===== config.mk =====
export PLATFORM = sky130hd
export DESIGN_NAME = ddr2_wr_ctrl_flat
export DESIGN_NICKNAME = d
export VERILOG_FILES = /design/src/design/ddr2_wr_pkg.sv /design/src/design/ddr2_wr_if.sv /design/src/design/ddr2_wr_ctrl.sv /design/src/design/gap_timer.sv /design/src/flat_wrapper.sv
export SDC_FILE = /design/constraint.sdc
export NUM_CORES = 1
export LEC_CHECK = 0
export BUFFER_PORTS_ARGS = -buffer_cell sky130_fd_sc_hd__buf_2
export CORE_MARGIN = 2
export CORE_UTILIZATION = 54
export CTS_BUF_LIST = sky130_fd_sc_hd__clkbuf_16
export DETAILED_ROUTE_END_ITERATION = 7
export PLACE_DENSITY = 0.77
export REMOVE_ABC_BUFFERS = 1
export SETUP_SLACK_MARGIN = 0.4
export SLEW_MARGIN = 5
export SYNTH_ARGS = -nofsm -noshare
export SYNTH_HDL_FRONTEND = slang
export SYNTH_HIERARCHICAL = 1
export SYNTH_SLANG_ARGS = --single-unit

===== constraint.sdc =====
create_clock -name clk -period 3 [get_ports clk]
set_input_delay 0 -clock clk [delete_from_list [all_inputs] [get_ports clk]]
set_output_delay 0 -clock clk [all_outputs]
set_load 0.02 [all_outputs]

===== src/design/ddr2_wr_pkg.sv =====
// Shared constants, types and helpers for the write-burst link
package ddr2_wr_pkg;
  // Command codes on the link
  typedef enum logic [2:0] {
    CMD_NOP   = 3'h0,
    CMD_WRITE = 3'h1,
    CMD_READ  = 3'h2,
    CMD_PRE   = 3'h3,
    CMD_ACT   = 3'h4,
    CMD_MODE  = 3'h5
  } cmd_t;
  // Geometry
  localparam int NBANK    = 8;   // Banks
  localparam int NCOL     = 8;   // Columns per bank kept in storage
  localparam int PIPE     = 16;  // Depth of the write-latency delay line
  // Mode word fields, carried on the address lines by CMD_MODE
  localparam int MR_BL8   = 0;   // 1 selects burst of eight, 0 of four
  localparam int MR_AL_LO = 1;   // Additive latency, three bits
  localparam int MR_CL_LO = 4;   // CAS latency, three bits
  localparam int MR_WR_LO = 9;   // Write recovery in cycles, bits 9..11
  localparam int ADDR_AP  = 10;  // Auto precharge / all-banks bit
  localparam logic [12:0] MODE_RST = 13'h0831; // BL8, AL0, CL3, WR4
  // Timing, in picoseconds as printed, and derived cycle counts
  localparam int CLK_PS   = 4000;
  localparam int TWR_PS   = 15000;
  localparam int TWTR_PS  = 7500;
  localparam int TWR_CYC  = (TWR_PS + CLK_PS - 1) / CLK_PS;
  localparam int TWTR_RAW = (TWTR_PS + CLK_PS - 1) / CLK_PS;
  localparam int TWTR_CYC = (TWTR_RAW > 2) ? TWTR_RAW : 2;
  // Register map of the controller, byte addresses
  localparam logic [7:0] REG_MODE   = 8'h00;
  localparam logic [7:0] REG_CMD    = 8'h04;
  localparam logic [7:0] REG_WDATA0 = 8'h08; // Four words, 08..14
  localparam logic [7:0] REG_STATUS = 8'h18;
  // Command register fields
  localparam int CR_OP_LO = 0;  // Three bits, cmd_t
  localparam int CR_BA_LO = 4;  // Three bits
  localparam int CR_CO_LO = 8;  // Three bits
  localparam int CR_AP    = 12; // Auto precharge / all banks
  localparam logic [1:0] RESP_OKAY   = 2'h0;
  localparam logic [1:0] RESP_SLVERR = 2'h2;

  // Write latency from additive and CAS latency
  function automatic logic [3:0] wlOf(input logic [2:0] al, input logic [2:0] cl);
    wlOf = 4'({1'b0, al} + {1'b0, cl} - 4'h1);
  endfunction : wlOf

  // Column of element n in sequential order, wrapping in the burst
  function automatic logic [2:0] burstCol(input logic [2:0] start, input logic [2:0] n,
                                          input logic bl8);
    logic [2:0] sum;
    sum = 3'(start + n);
    burstCol = bl8 ? sum : {start[2], sum[1:0]};
  endfunction : burstCol
endpackage : ddr2_wr_pkg


===== src/design/ddr2_wr_if.sv =====
// Link between memory controller and memory device
`timescale 1ns/10ps
interface ddr2_wr_if (input wire logic clk);
  import ddr2_wr_pkg::*;
  cmd_t        cmd;    // Command, sampled each rising edge
  logic [2:0]  ba;     // Bank address
  logic [12:0] addr;   // Column, auto precharge bit, or mode word
  logic [31:0] dqOut;  // Data pair: [15:0] rising, [31:16] falling
  logic        dqOe;   // Controller drives data
  logic [1:0]  dqs;    // Per-lane strobe: bit0 lower byte, bit1 upper
  logic [3:0]  dm;     // Masks: [1:0] rising lanes, [3:2] falling
  logic [31:0] dq;     // Resolved data wire
  // Undriven wire reads as zero; device never drives in this path
  assign dq = dqOe ? dqOut : 32'h0000_0000;
  modport ctrl (input clk, output cmd, ba, addr, dqOut, dqOe, dqs, dm);
  modport dev  (input clk, cmd, ba, addr, dq, dqOe, dqs, dm);
endinterface : ddr2_wr_if


===== src/design/ddr2_wr_ctrl.sv =====
// Memory controller end: AXI4-Lite registers, command spacing, data drive
`timescale 1ns/10ps
module ddr2_wr_ctrl (
  // Link
  ddr2_wr_if.ctrl     link,
  // Clock and reset
  input  wire logic   clk,
  input  wire logic   rst,
  // AXI4-Lite write
  input  wire logic [7:0]  awaddr,
  input  wire logic        awvalid,
  output logic             awready,
  input  wire logic [31:0] wdata,
  input  wire logic [3:0]  wstrb,
  input  wire logic        wvalid,
  output logic             wready,
  output logic [1:0]       bresp,
  output logic             bvalid,
  input  wire logic        bready,
  // AXI4-Lite read
  input  wire logic [7:0]  araddr,
  input  wire logic        arvalid,
  output logic             arready,
  output logic [31:0]      rdata,
  output logic [1:0]       rresp,
  output logic             rvalid,
  input  wire logic        rready
);
  import ddr2_wr_pkg::*;

  // Issue states
  typedef enum logic [1:0] {
    ST_IDLE = 2'b01,
    ST_WAIT = 2'b10
  } st_t;

  st_t         st_q;                       // Issue state
  logic [12:0] mode_q;                     // Mode shadow
  logic [31:0] cmdReg_q;                   // Pending command word
  logic [31:0] wd_q [4];                   // Burst data, one word per pair
  logic        awHave_q, wHave_q;          // Address / data held
  logic [7:0]  awAddr_q;                   // Held write address
  logic        awready_q, wready_q, bvalid_q, arready_q, rvalid_q;
  logic [1:0]  bresp_q, rresp_q;           // Answers
  logic [31:0] rdata_q;                    // Read data
  logic        doWrite, arTake, refused_q;
  logic        bl8;                        // Burst of eight
  logic [3:0]  wl;                         // Write latency
  logic [5:0]  half;                       // BL/2
  cmd_t        op;                         // Pending operation
  logic [2:0]  opBank;                     // Pending bank
  logic        ok;                         // Spacing allows issue
  logic        issue;                      // Command goes out now
  logic        wrGapIdle, wtrIdle;         // Device-wide timers
  logic [NBANK-1:0] wrIdle, wrLoad;        // Per-bank recovery
  logic [PIPE-1:0] dSlot_q;                // Drive delay line
  logic        dAct_q;                     // Driving a burst
  logic [1:0]  dBeat_q;                    // Pair being driven
  logic [1:0]  curBeat;                    // Pair index this cycle
  logic        dNow;                       // Drive this cycle

  assign bl8    = mode_q[MR_BL8];
  assign wl     = wlOf(mode_q[MR_AL_LO +: 3], mode_q[MR_CL_LO +: 3]);
  assign half   = bl8 ? 6'h04 : 6'h02;
  assign op     = cmd_t'(cmdReg_q[CR_OP_LO +: 3]);
  assign opBank = cmdReg_q[CR_BA_LO +: 3];
  assign doWrite = awHave_q && wHave_q && !bvalid_q;
  assign arTake  = arvalid && arready_q;

  // Write channel: address and data taken in either order
  always_ff @(posedge clk)
  begin
    if (rst)
    begin
      awHave_q <= 1'b0; wHave_q <= 1'b0; awAddr_q <= 8'h00;
      awready_q <= 1'b1; wready_q <= 1'b1;
      bvalid_q <= 1'b0; bresp_q <= RESP_OKAY;
    end
    else
    begin
      if (awvalid && awready_q)
      begin
        awHave_q <= 1'b1; awAddr_q <= awaddr; awready_q <= 1'b0;
      end
      if (wvalid && wready_q)
      begin
        wHave_q <= 1'b1; wready_q <= 1'b0;
      end
      if (doWrite)
      begin
        bvalid_q <= 1'b1;
        // Unmapped address or a command while one is pending
        bresp_q  <= ((awAddr_q > REG_STATUS) || awAddr_q[1:0] != 2'h0 ||
                     (awAddr_q == REG_CMD && st_q != ST_IDLE)) ? RESP_SLVERR : RESP_OKAY;
      end
      else if (bvalid_q && bready)
      begin
        bvalid_q <= 1'b0; awHave_q <= 1'b0; wHave_q <= 1'b0;
        awready_q <= 1'b1; wready_q <= 1'b1;
      end
    end
  end

  // Register stores; a command write arms the issue machine
  always_ff @(posedge clk)
  begin
    if (rst)
    begin
      mode_q <= MODE_RST; cmdReg_q <= 32'h0000_0000; refused_q <= 1'b0;
      for (int i = 0; i < 4; i++)
        wd_q[i] <= 32'h0000_0000;
    end
    else if (doWrite && wstrb == 4'hF)
    begin
      if (awAddr_q == REG_MODE)
        mode_q <= wdata[12:0];
      else if (awAddr_q == REG_CMD && st_q == ST_IDLE)
        cmdReg_q <= wdata;
      else if (awAddr_q == REG_CMD)
        refused_q <= 1'b1;
      else if (awAddr_q >= REG_WDATA0 && awAddr_q < REG_STATUS)
        wd_q[2'(8'(awAddr_q - REG_WDATA0) >> 2)] <= wdata;
      else if (awAddr_q == REG_STATUS)
        refused_q <= 1'b0;
    end
  end

  // Spacing check against the timers
  always_comb
  begin
    case (op)
      CMD_WRITE: ok = wrGapIdle;
      CMD_READ:  ok = wtrIdle && !dAct_q && (dSlot_q == '0);
      CMD_PRE:   ok = (cmdReg_q[CR_AP] ? (&wrIdle) : wrIdle[opBank]) &&
                      !dAct_q && (dSlot_q == '0);
      CMD_ACT:   ok = !dAct_q && (dSlot_q == '0);
      CMD_MODE:  ok = (&wrIdle) && wtrIdle && !dAct_q && (dSlot_q == '0);
      default:   ok = 1'b1;
    endcase
  end

  assign issue = (st_q == ST_WAIT) && ok;

  // Issue machine and command pins
  always_ff @(posedge clk)
  begin
    if (rst)
    begin
      st_q <= ST_IDLE; link.cmd <= CMD_NOP; link.ba <= 3'h0; link.addr <= 13'h0000;
    end
    else
    begin
      link.cmd <= CMD_NOP;
      case (st_q)
        ST_IDLE:
          if (doWrite && awAddr_q == REG_CMD && wstrb == 4'hF)
            st_q <= ST_WAIT;
        ST_WAIT:
          if (issue)
          begin
            st_q      <= ST_IDLE;
            link.cmd  <= op;
            link.ba   <= opBank;
            link.addr <= (op == CMD_MODE) ? mode_q :
                         {2'h0, cmdReg_q[CR_AP], 7'h00, cmdReg_q[CR_CO_LO +: 3]};
          end
        default:
          st_q <= ST_IDLE;
      endcase
    end
  end

  // Timers start when a write leaves; counts are from the full burst
  always_comb
  begin
    wrLoad = '0;
    if (issue && op == CMD_WRITE)
      wrLoad[opBank] = 1'b1;
  end

  gap_timer u_gap (
    .clk   (clk), .rst (rst), .load (issue && op == CMD_WRITE),
    .value (6'(half)), .idle (wrGapIdle)
  );
  gap_timer u_wtr (
    .clk   (clk), .rst (rst), .load (issue && op == CMD_WRITE),
    .value (6'({2'h0, wl} + half + 6'(TWTR_CYC))), .idle (wtrIdle)
  );
  for (genvar b = 0; b < NBANK; b++)
  begin : g_wr
    gap_timer u_wr (
      .clk   (clk), .rst (rst), .load (wrLoad[b]),
      .value (6'({2'h0, wl} + half + 6'(TWR_CYC))), .idle (wrIdle[b])
    );
  end

  // Data drive: pairs follow the command by write latency when wl is 2 or more; with wl of 1 they follow two cycles after it
  assign dNow    = dSlot_q[0] || dAct_q;
  assign curBeat = dSlot_q[0] ? 2'h0 : dBeat_q;
  always_ff @(posedge clk)
  begin
    if (rst)
    begin
      dSlot_q <= '0; dAct_q <= 1'b0; dBeat_q <= 2'h0;
      link.dqOut <= 32'h0000_0000; link.dqOe <= 1'b0;
      link.dqs <= 2'h0; link.dm <= 4'h0;
    end
    else
    begin
      // The command edge plus wl-1 shifts lands on the first data cycle
      dSlot_q <= (dSlot_q >> 1) |
                 ((link.cmd == CMD_WRITE && wl >= 4'h2) ? (PIPE'(1) << (wl - 4'h2)) : '0);
      if (link.cmd == CMD_WRITE && wl == 4'h1)
        dAct_q <= 1'b1;
      link.dqOe  <= 1'b0;
      link.dqs   <= 2'h0;
      if (dNow)
      begin
        link.dqOe  <= 1'b1;
        link.dqs   <= 2'h3;
        link.dqOut <= wd_q[curBeat];
        dAct_q     <= (curBeat != (bl8 ? 2'h3 : 2'h1));
        dBeat_q    <= 2'(curBeat + 2'h1);
      end
    end
  end

  // Read channel
  always_ff @(posedge clk)
  begin
    if (rst)
    begin
      arready_q <= 1'b1; rvalid_q <= 1'b0; rdata_q <= 32'h0000_0000; rresp_q <= RESP_OKAY;
    end
    else if (arTake)
    begin
      arready_q <= 1'b0; rvalid_q <= 1'b1; rresp_q <= RESP_OKAY;
      case (araddr)
        REG_MODE:   rdata_q <= {19'h0, mode_q};
        REG_CMD:    rdata_q <= cmdReg_q;
        REG_STATUS: rdata_q <= {20'h0, wrIdle, wtrIdle, dNow, refused_q, st_q == ST_WAIT};
        default:
          if (araddr >= REG_WDATA0 && araddr < REG_STATUS && araddr[1:0] == 2'h0)
            rdata_q <= wd_q[2'(8'(araddr - REG_WDATA0) >> 2)];
          else
          begin
            rdata_q <= 32'h0000_0000; rresp_q <= RESP_SLVERR;
          end
      endcase
    end
    else if (rvalid_q && rready)
    begin
      rvalid_q <= 1'b0; arready_q <= 1'b1;
    end
  end

  assign awready = awready_q; assign wready = wready_q;
  assign bvalid  = bvalid_q;  assign bresp  = bresp_q;
  assign arready = arready_q; assign rvalid = rvalid_q;
  assign rdata   = rdata_q;   assign rresp  = rresp_q;
endmodule : ddr2_wr_ctrl


===== src/design/gap_timer.sv =====
// Down-counter that reports when a spacing has elapsed
`timescale 1ns/10ps
module gap_timer (
  // Clock and reset
  input  wire logic       clk,
  input  wire logic       rst,
  // Load a count; idle is high once it has run out
  input  wire logic       load,
  input  wire logic [5:0] value,
  output logic            idle
);
  import ddr2_wr_pkg::*;
  logic [5:0] count_q; // Remaining cycles

  // Load wins over counting
  always_ff @(posedge clk)
  begin
    if (rst)
      count_q <= 6'h00;
    else if (load)
      count_q <= value;
    else if (count_q != 6'h00)
      count_q <= 6'(count_q - 6'h01);
  end

  assign idle = (count_q == 6'h00);
endmodule : gap_timer


===== src/flat_wrapper.sv =====
// flat-port wrapper written by rule: the top's interface ports become plain ports
module ddr2_wr_ctrl_flat import ddr2_wr_pkg::*;
  (clk, rst, awaddr, awvalid, awready, wdata, wstrb, wvalid, wready, bresp, bvalid, bready, araddr, arvalid, arready, rdata, rresp, rvalid, rready, link_cmd, link_ba, link_addr, link_dqOut, link_dqOe, link_dqs, link_dm);
  ddr2_wr_if link_i (.clk(clk));
  input  wire logic clk;
  input  wire logic rst;
  input  wire logic [7:0] awaddr;
  input  wire logic awvalid;
  output logic awready;
  input  wire logic [31:0] wdata;
  input  wire logic [3:0] wstrb;
  input  wire logic wvalid;
  output logic wready;
  output logic [1:0] bresp;
  output logic bvalid;
  input  wire logic bready;
  input  wire logic [7:0] araddr;
  input  wire logic arvalid;
  output logic arready;
  output logic [31:0] rdata;
  output logic [1:0] rresp;
  output logic rvalid;
  input  wire logic rready;
  output wire logic [$bits(link_i.cmd)-1:0] link_cmd;
  output wire logic [$bits(link_i.ba)-1:0] link_ba;
  output wire logic [$bits(link_i.addr)-1:0] link_addr;
  output wire logic [$bits(link_i.dqOut)-1:0] link_dqOut;
  output wire logic [$bits(link_i.dqOe)-1:0] link_dqOe;
  output wire logic [$bits(link_i.dqs)-1:0] link_dqs;
  output wire logic [$bits(link_i.dm)-1:0] link_dm;
  assign link_cmd = link_i.cmd;
  assign link_ba = link_i.ba;
  assign link_addr = link_i.addr;
  assign link_dqOut = link_i.dqOut;
  assign link_dqOe = link_i.dqOe;
  assign link_dqs = link_i.dqs;
  assign link_dm = link_i.dm;
  ddr2_wr_ctrl u_core (.link(link_i), .clk(clk), .rst(rst), .awaddr(awaddr), .awvalid(awvalid), .awready(awready), .wdata(wdata), .wstrb(wstrb), .wvalid(wvalid), .wready(wready), .bresp(bresp), .bvalid(bvalid), .bready(bready), .araddr(araddr), .arvalid(arvalid), .arready(arready), .rdata(rdata), .rresp(rresp), .rvalid(rvalid), .rready(rready));
endmodule

Word-level counts from Yosys, hierarchy flattened
Memories as Yosys holds them, arrays and structs flattened. A register that Yosys moved wholly into a read port is not among the register bits.
Cells that the tools add are included.

operators by class
  add/sub/neg operators = 19
  multiply operators = 0
  divide/modulo/power cells = 0
  $lt $le $gt $ge = 8
  equality and inequality tests = 19
  shift-type cells = 1
  multiplexer cells = 77
  bitwise logic cells = 5
  reductions and logical operators = 81

operators with widths
  operator                                                           number
  two-way mux 6 bit                                                  20
  one-hot mux 32 bit (3 select lines)                                1
  two-way mux 32 bit                                                 2
  zero test 6 bit                                                    10
  nonzero test 6 bit                                                 10
  subtractor 6 x 1 -> 6 bit, second input constant                   10
  two-way mux 1 bit                                                  37
  OR reduction 32 bit                                                1
  nonzero test 2 bit                                                 15
  logical AND 1 bit                                                  28
  two-way mux 2 bit                                                  9
  equality test 8 x 3 -> 1 bit, second input constant                2
  equality test 8 x 5 -> 1 bit, second input constant                2
  greater-or-equal comparator 8 x 4 -> 1 bit, second input constant  2
  zero test 16 bit                                                   1
  zero test 8 bit                                                    2
  < comparator 8 x 5 -> 1 bit, second input constant                 2
  two-way mux 16 bit                                                 1
  OR 15 x 16 -> 16 bit                                               1
  << shifter 1 x 4 -> 16 bit, first input constant                   1
  two-way mux 13 bit                                                 1
  greater-than comparator 8 x 5 -> 1 bit, second input constant      1
  two-way mux 8 bit                                                  1
  AND reduction 8 bit                                                1
  other kinds (34)                                                   49

word-level totals
  bits in registers = 200
  bits in latches = 0
  memory bits (writable) = 128
  ROM bits = 0
  bits of input ports = 59
  output and inout bits = 99
  logic and storage cells = 244
  memories = 1

memories
  memory       depth  width  rd ports  clocked after memory_dff  write ports  line                text
  u_core.wd_q  4      32     2         1                         4            ddr2_wr_ctrl.sv:40  logic [31:0] wd_q [4];

Depth between registers and ports, before layout
  word-level depth = 11
  gate-level depth with buffers = 14
  depth with buffers taken out = 13

Cells and area by module
The synthesis kept the hierarchy.

modules (own cells, without submodules)
  module        times used  cells an instance  area each (µm²)  sequential area each (µm²)
  ddr2_wr_ctrl  1           1418               14049.7          7206.9
  gap_timer     10          46                 395.4            120.1

Worst setup path after synthesis
Ideal clock, no wire load.

  path type = register to register
  start = register u_core.g_wr[6].u_wr.count_q[2]
  end = register u_core.g_wr[0].u_wr.count_q[0]
  setup time = 0.138 ns
  data arrival time = 3.030 ns
  data required time = 2.862 ns
  setup slack = -0.169 ns
  cell stages (with the launch flop) = 13
  buffers on the path = 1
  period minus slack after synthesis = 3.169 ns
  path through = dfxtp_1 > or3_4 > nor2_4 > mux2i_1 > mux4_2 > nor2b_4 > o311ai_4 > nand4_4 > nor4_1 > clkbuf_1 > nor3b_1 > nand3_1 > o221ai_1

on the way
  cells in the longest elaborated chain, start to end = 11
  elaborated cells between the ends (all ways) = 16
  classes of those cells = 6 x mux; 10 x reduce/logical

RTL lines
  element                                                         line                 text
  start, declared                                                 gap_timer.sv:13      logic [5:0] count_q;
  start signal, assigned                                          gap_timer.sv:21      count_q <= value;
  start signal, assigned                                          gap_timer.sv:23      count_q <= 6'(count_q - 6'h01);
  zero test 6 bit (*)                                             gap_timer.sv:26      assign idle = (count_q == 6'h00);
  named net u_core.wrIdle[6]                                      ddr2_wr_ctrl.sv:55   logic [NBANK-1:0] wrIdle, wrLoad;
  binary-select mux 1 bit (select 3 bit)                          ddr2_wr_ctrl.sv:134  CMD_PRE: ok = (cmdReg_q[CR_AP] ? (&wrIdle) : wrIdle[opBank]) &&
  two-way mux 1 bit (implied by the code)                         ddr2_wr_ctrl.sv:134
  two-way mux 1 bit                                               ddr2_wr_ctrl.sv:134
  logical AND 1 bit                                               ddr2_wr_ctrl.sv:134
  logical AND 1 bit                                               ddr2_wr_ctrl.sv:135  !dAct_q && (dSlot_q == '0);
  one-hot mux 1 bit (5 select lines) (*)                          ddr2_wr_ctrl.sv:131  case (op)
  logical AND 1 bit (*)                                           ddr2_wr_ctrl.sv:142  assign issue = (st_q == ST_WAIT) && ok;
  logical AND 1 bit (*)                                           ddr2_wr_ctrl.sv:177  if (issue && op == CMD_WRITE)
  two-way mux 8 bit (*)                                           ddr2_wr_ctrl.sv:177
  named net u_core.wrLoad[0]                                      ddr2_wr_ctrl.sv:55
  two-way mux 6 bit / nonzero test 2 bit (equally long branches)  --
  end signal, assigned                                            gap_timer.sv:21
  end signal, assigned                                            gap_timer.sv:23
  end, declared                                                   gap_timer.sv:13

Mark *: on every way through the listed nets, which the timed path passes. The rest lies on a longest branch. The select of a mux whose other input is x is not followed.
A chain may end at the register's enable or synchronous reset.

Worst setup path in the final report
  start = register u_core.g_wr[7].u_wr.count_q[4]
  end = register u_core.g_wr[4].u_wr.count_q[0]

on the way
  cells in the longest elaborated chain, start to end = 11
  elaborated cells between the ends (all ways) = 16
  classes of those cells = 6 x mux; 10 x reduce/logical

RTL lines
  element                                                         line
  start, declared                                                 gap_timer.sv:13
  start signal, assigned                                          gap_timer.sv:21
  start signal, assigned                                          gap_timer.sv:23
  zero test 6 bit (*)                                             gap_timer.sv:26
  named net u_core.wrIdle[7]                                      ddr2_wr_ctrl.sv:55
  binary-select mux 1 bit (select 3 bit)                          ddr2_wr_ctrl.sv:134
  two-way mux 1 bit (implied by the code)                         ddr2_wr_ctrl.sv:134
  two-way mux 1 bit                                               ddr2_wr_ctrl.sv:134
  logical AND 1 bit                                               ddr2_wr_ctrl.sv:134
  logical AND 1 bit                                               ddr2_wr_ctrl.sv:135
  one-hot mux 1 bit (5 select lines) (*)                          ddr2_wr_ctrl.sv:131
  logical AND 1 bit (*)                                           ddr2_wr_ctrl.sv:142
  logical AND 1 bit (*)                                           ddr2_wr_ctrl.sv:177
  two-way mux 8 bit (*)                                           ddr2_wr_ctrl.sv:177
  named net u_core.wrLoad[4]                                      ddr2_wr_ctrl.sv:55
  two-way mux 6 bit / nonzero test 2 bit (equally long branches)  --
  end signal, assigned                                            gap_timer.sv:21
  end signal, assigned                                            gap_timer.sv:23
  end, declared                                                   gap_timer.sv:13

Marked as above.

==> results.md <==
* Status: finished, violations left
* Failing checks: negative setup slack
* Post-synth EDFFs at 128
* Max Cap Violations at 0
* Clock transition at path regs at 0.06 ns
* Final Worst Setup Slack at -0.272 ns
* Overall power at 15.2 mW
* Fmax at 0.306 GHz
* Skew final at 0.0227 ns
* Tcrit/Tclk final at 109%
* Finished Cell Area at 23000 sq um
* Crit. End Element: flip-flop
* Tmin final at 3.27 ns
* Leak Pwr at 8.96 nW
* Number of CTS-inserted buffers at 39
* Worst slew pin tran at 1.10 ns
* Distinct cells, synth at 63
* Slew Limit Fails at 0
* TritonRoute pass-1 iters at 7
* GRT overflow at 0
* Vias per inst at 6.21
* Vias in the first global route at 15800
* Fin. Hold Viols at 0
* CTS tree: built
* Worst IR drop on VDD at 509 uV
* RSZ-0062 raised after global routing: true
* Top cell type by total area after synthesis: dfxtp_1
* Final ANT Viol Nets at 0
* Post-DR wirelength/cell at 21.3 microns
* CTS sink cnt at 356
* Synth Area per Inst at 9.59 sq um
* Initial antenna violation count at 2
* Top cells by area, synth: dfxtp_1 (25%), edfxtp_1 (21%), a21oi_1 (4.6%)
* Pre-CTS setup slack at -0.118 ns
* Yosys warning count at 6
* IO Count at 158
* Synthesized area at 18000 sq um
* CTS Root Cell: clkbuf_16
* Worst hold stages at 4
* Critical Path Source Type: flip-flop
* Sequential cell area fraction in the yosys report at 46.7%
* Non-filler cells, final at 2646
* Slew HR at 26.6%
* GPL Wtd Cong at 0.889
* Clk buf depth at 3
* Die height at 187 microns
* GRT Util Overall at 29.7%
* Final Setup Violations at 58
* DP HPWL at 32.5 mm
* Cell count after placement at 2463
* Critical-path maximum fanout at 6
* Die area at 34800 sq um
* Reg2reg path depth at 12
* FP Rows at 66
* Global-route wire length before repair at 83.3 mm
* H-tree depth at 2
* Largest net degree at the start of global routing at 115
* Post-synth top area share at 25.4%
* DR iter-0 viols at 1673
* Core area at 32700 sq um
* Async SR Flop Fraction at 0%
* CP arrival at 3.63 ns
* Drc violations at 0
* Prevailing post-synth register cell: dfxtp_1
* Setup CP Type: reg -> reg
* Hold Crit Class: in -> reg
* Initial Util at 55.1%
* WL final at 56.3 mm
* Filler Cells Inserted at 2327
* IO buf count at 151
* Flops & latches, synth at 356
* PwrDens at 663 nW/um^2
* Mapped Cells at 1878
* Syn-to-layout area delta at 27.6%
* Fin nets at 2262
* Clock latency on the worst-skew pair at 0.53 ns
* Die Width at 187 microns
* Share of cells above drive strength 1 at 28.7%
* Total number of vias at 16400
* Required @ worst endpoint at 3.36 ns
* Post-DP Area at 19900 sq um
## cell usage after synthesis (all sizes together), types with 2 or more instances
cell	n
a31oi	9
nand2b	23
or2	4
a211oi	45
nor4	22
nand2	172
o41ai	5
buf	25
nor2b	54
nand3	47
mux4	33
clkbuf	120
or4	2
fa	2
edfxtp	128
xor2	4
a211o	14
nand4	5
nand3b	2
nor3b	40
o21ai	31
mux2	33
nor4b	3
a21o	3
nand4b	2
and3	38
nor3	81
ha	29
a222oi	13
dfxtp	228
a21oi	164
nor2	166
o221ai	20
and2	98
o31ai	10
mux2i	15
a221oi	29
xnor2	36
or3	33
inv	59
o22ai	20
## sequential cells by signal (all words and copies together) (netlist names), 8 cells and up
| name | flops |
|---|---|
| u_core/awAddr_q | 8 |
| u_core/cmdReg_q | 32 |
| u_core/dSlot_q | 16 |
| u_core/g_wr.u_wr/count_q | 48 |
| u_core/link.addr | 13 |
| u_core/link.dqOut | 32 |
| u_core/mode_q | 13 |
| u_core/rdata | 32 |
| u_core/wd_q | 128 |
## routing by layer
| layer | up-vias | track usage (%) | wire length (microns) |
|---|---|---|---|
| met2 | 946 | 52.0 | 28100 |
| li1 | 7339 | - | - |
| met3 | 212 | 4.61 | 5060 |
| met4 | 0 | 13.9 | 2480 |
| met1 | 7938 | 36.0 | 20600 |
| met5 | - | 0 | 0 |
## kinds of logic (layout without fill, tap and decap cells)
kind of cell | Yosys count | in the layout | synth area share (%)
adders and majority gates | 31 | 31 | 2.24
and+or+nand+nor | 795 | 796 | 23.7
xor gates and xnor gates | 40 | 40 | 1.95
DFF | 356 | 356 | 46.7
other | 1 | 12 | 0.0208
buffers and inverters | 204 | 518 | 4.48
AOI/OAI and AO/OA | 370 | 370 | 13.9
muxes | 81 | 81 | 7.03
## final cells by class
type / instances / area, sq um / share of cell area (%)
Multi-Input combinational cell: 1328 / 9480 / 41.3
Sequential cell: 356 / 8420 / 36.7
Timing Repair Buffer: 388 / 3010 / 13.1
Clock buffer: 39 / 976 / 4.25
Tap cell: 442 / 553 / 2.41
Clock inverter: 32 / 288 / 1.25
Inverter: 59 / 236 / 1.03
Antenna cell: 2 / 5.00 / 0.0218
## worst max-delay path: stages, from the launching register on
cell and delay, ns:
dfxtp_1 0.33, or3_4 0.43, nor2_4 0.17, mux2i_1 0.10, mux4_2 0.47, nor2b_4 0.15, o311ai_4 0.30, nand4_4 0.24
nor4b_4 0.38, buf_6 0.19, nor3b_4 0.05, nand3_1 0.13, o221ai_1 0.15
## cell usage in the layout (no fill, tap or decap), drive strengths merged, types with 40 or more instances in the layout
| cell | instances |
|---|---|
| a211oi | 45 |
| dlygate4sd3 | 59 |
| buf | 326 |
| clkbuf | 42 |
| dfxtp | 228 |
| nor2b | 54 |
| a21oi | 164 |
| and2 | 98 |
| nor3b | 40 |
| nand2 | 172 |
| edfxtp | 128 |
| inv | 68 |
| nand3 | 47 |
| nor3 | 81 |
| nor2 | 166 |
## per-stage QoR
stage | TNS [ns] | hold WS [ns] | util (%)
after global placement | -0.181 | 0.204 | 60.8
after floorplan | -154.54 | 0.0662 | -
final | -6.36 | 0.0616 | 70.2
after global routing | -12.13 | 0.0777 | 70.2
after CTS | -1.06 | 0.0413 | 67.8
after detailed placement | -2.59 | 0.217 | 60.8
## power by group
group          internal, mW  switching (mW)
Combinational          2.31            2.43
Sequential             5.44           0.322
Clock                  2.80            1.94
## path summary, 6_finish.rpt
| kind | start | end | slack, ns |
|---|---|---|---|
| worst max-delay path | u_core/g_wr[7].u_wr/count_q[4] | u_core/g_wr[4].u_wr/count_q[0] | -0.27 |
| worst min-delay path | arvalid | u_core/rdata[29] | 0.06 |
| worst max register to register | u_core/g_wr[7].u_wr/count_q[4] | u_core/g_wr[4].u_wr/count_q[0] | -0.27 |
| worst min register to register | u_core/cmdReg_q[16] | u_core/cmdReg_q[16] | 0.46 |
## timing repair
item	CTS	global route
gates cloned	4	4
buffers inserted	18	25
gates resized for setup	63	126
setup endpoints to repair	88	121
hold endpoints to repair	191	0
hold buffers	59	0
pin swaps	10	31
Note: power is estimated with default switching activity, not from simulation.
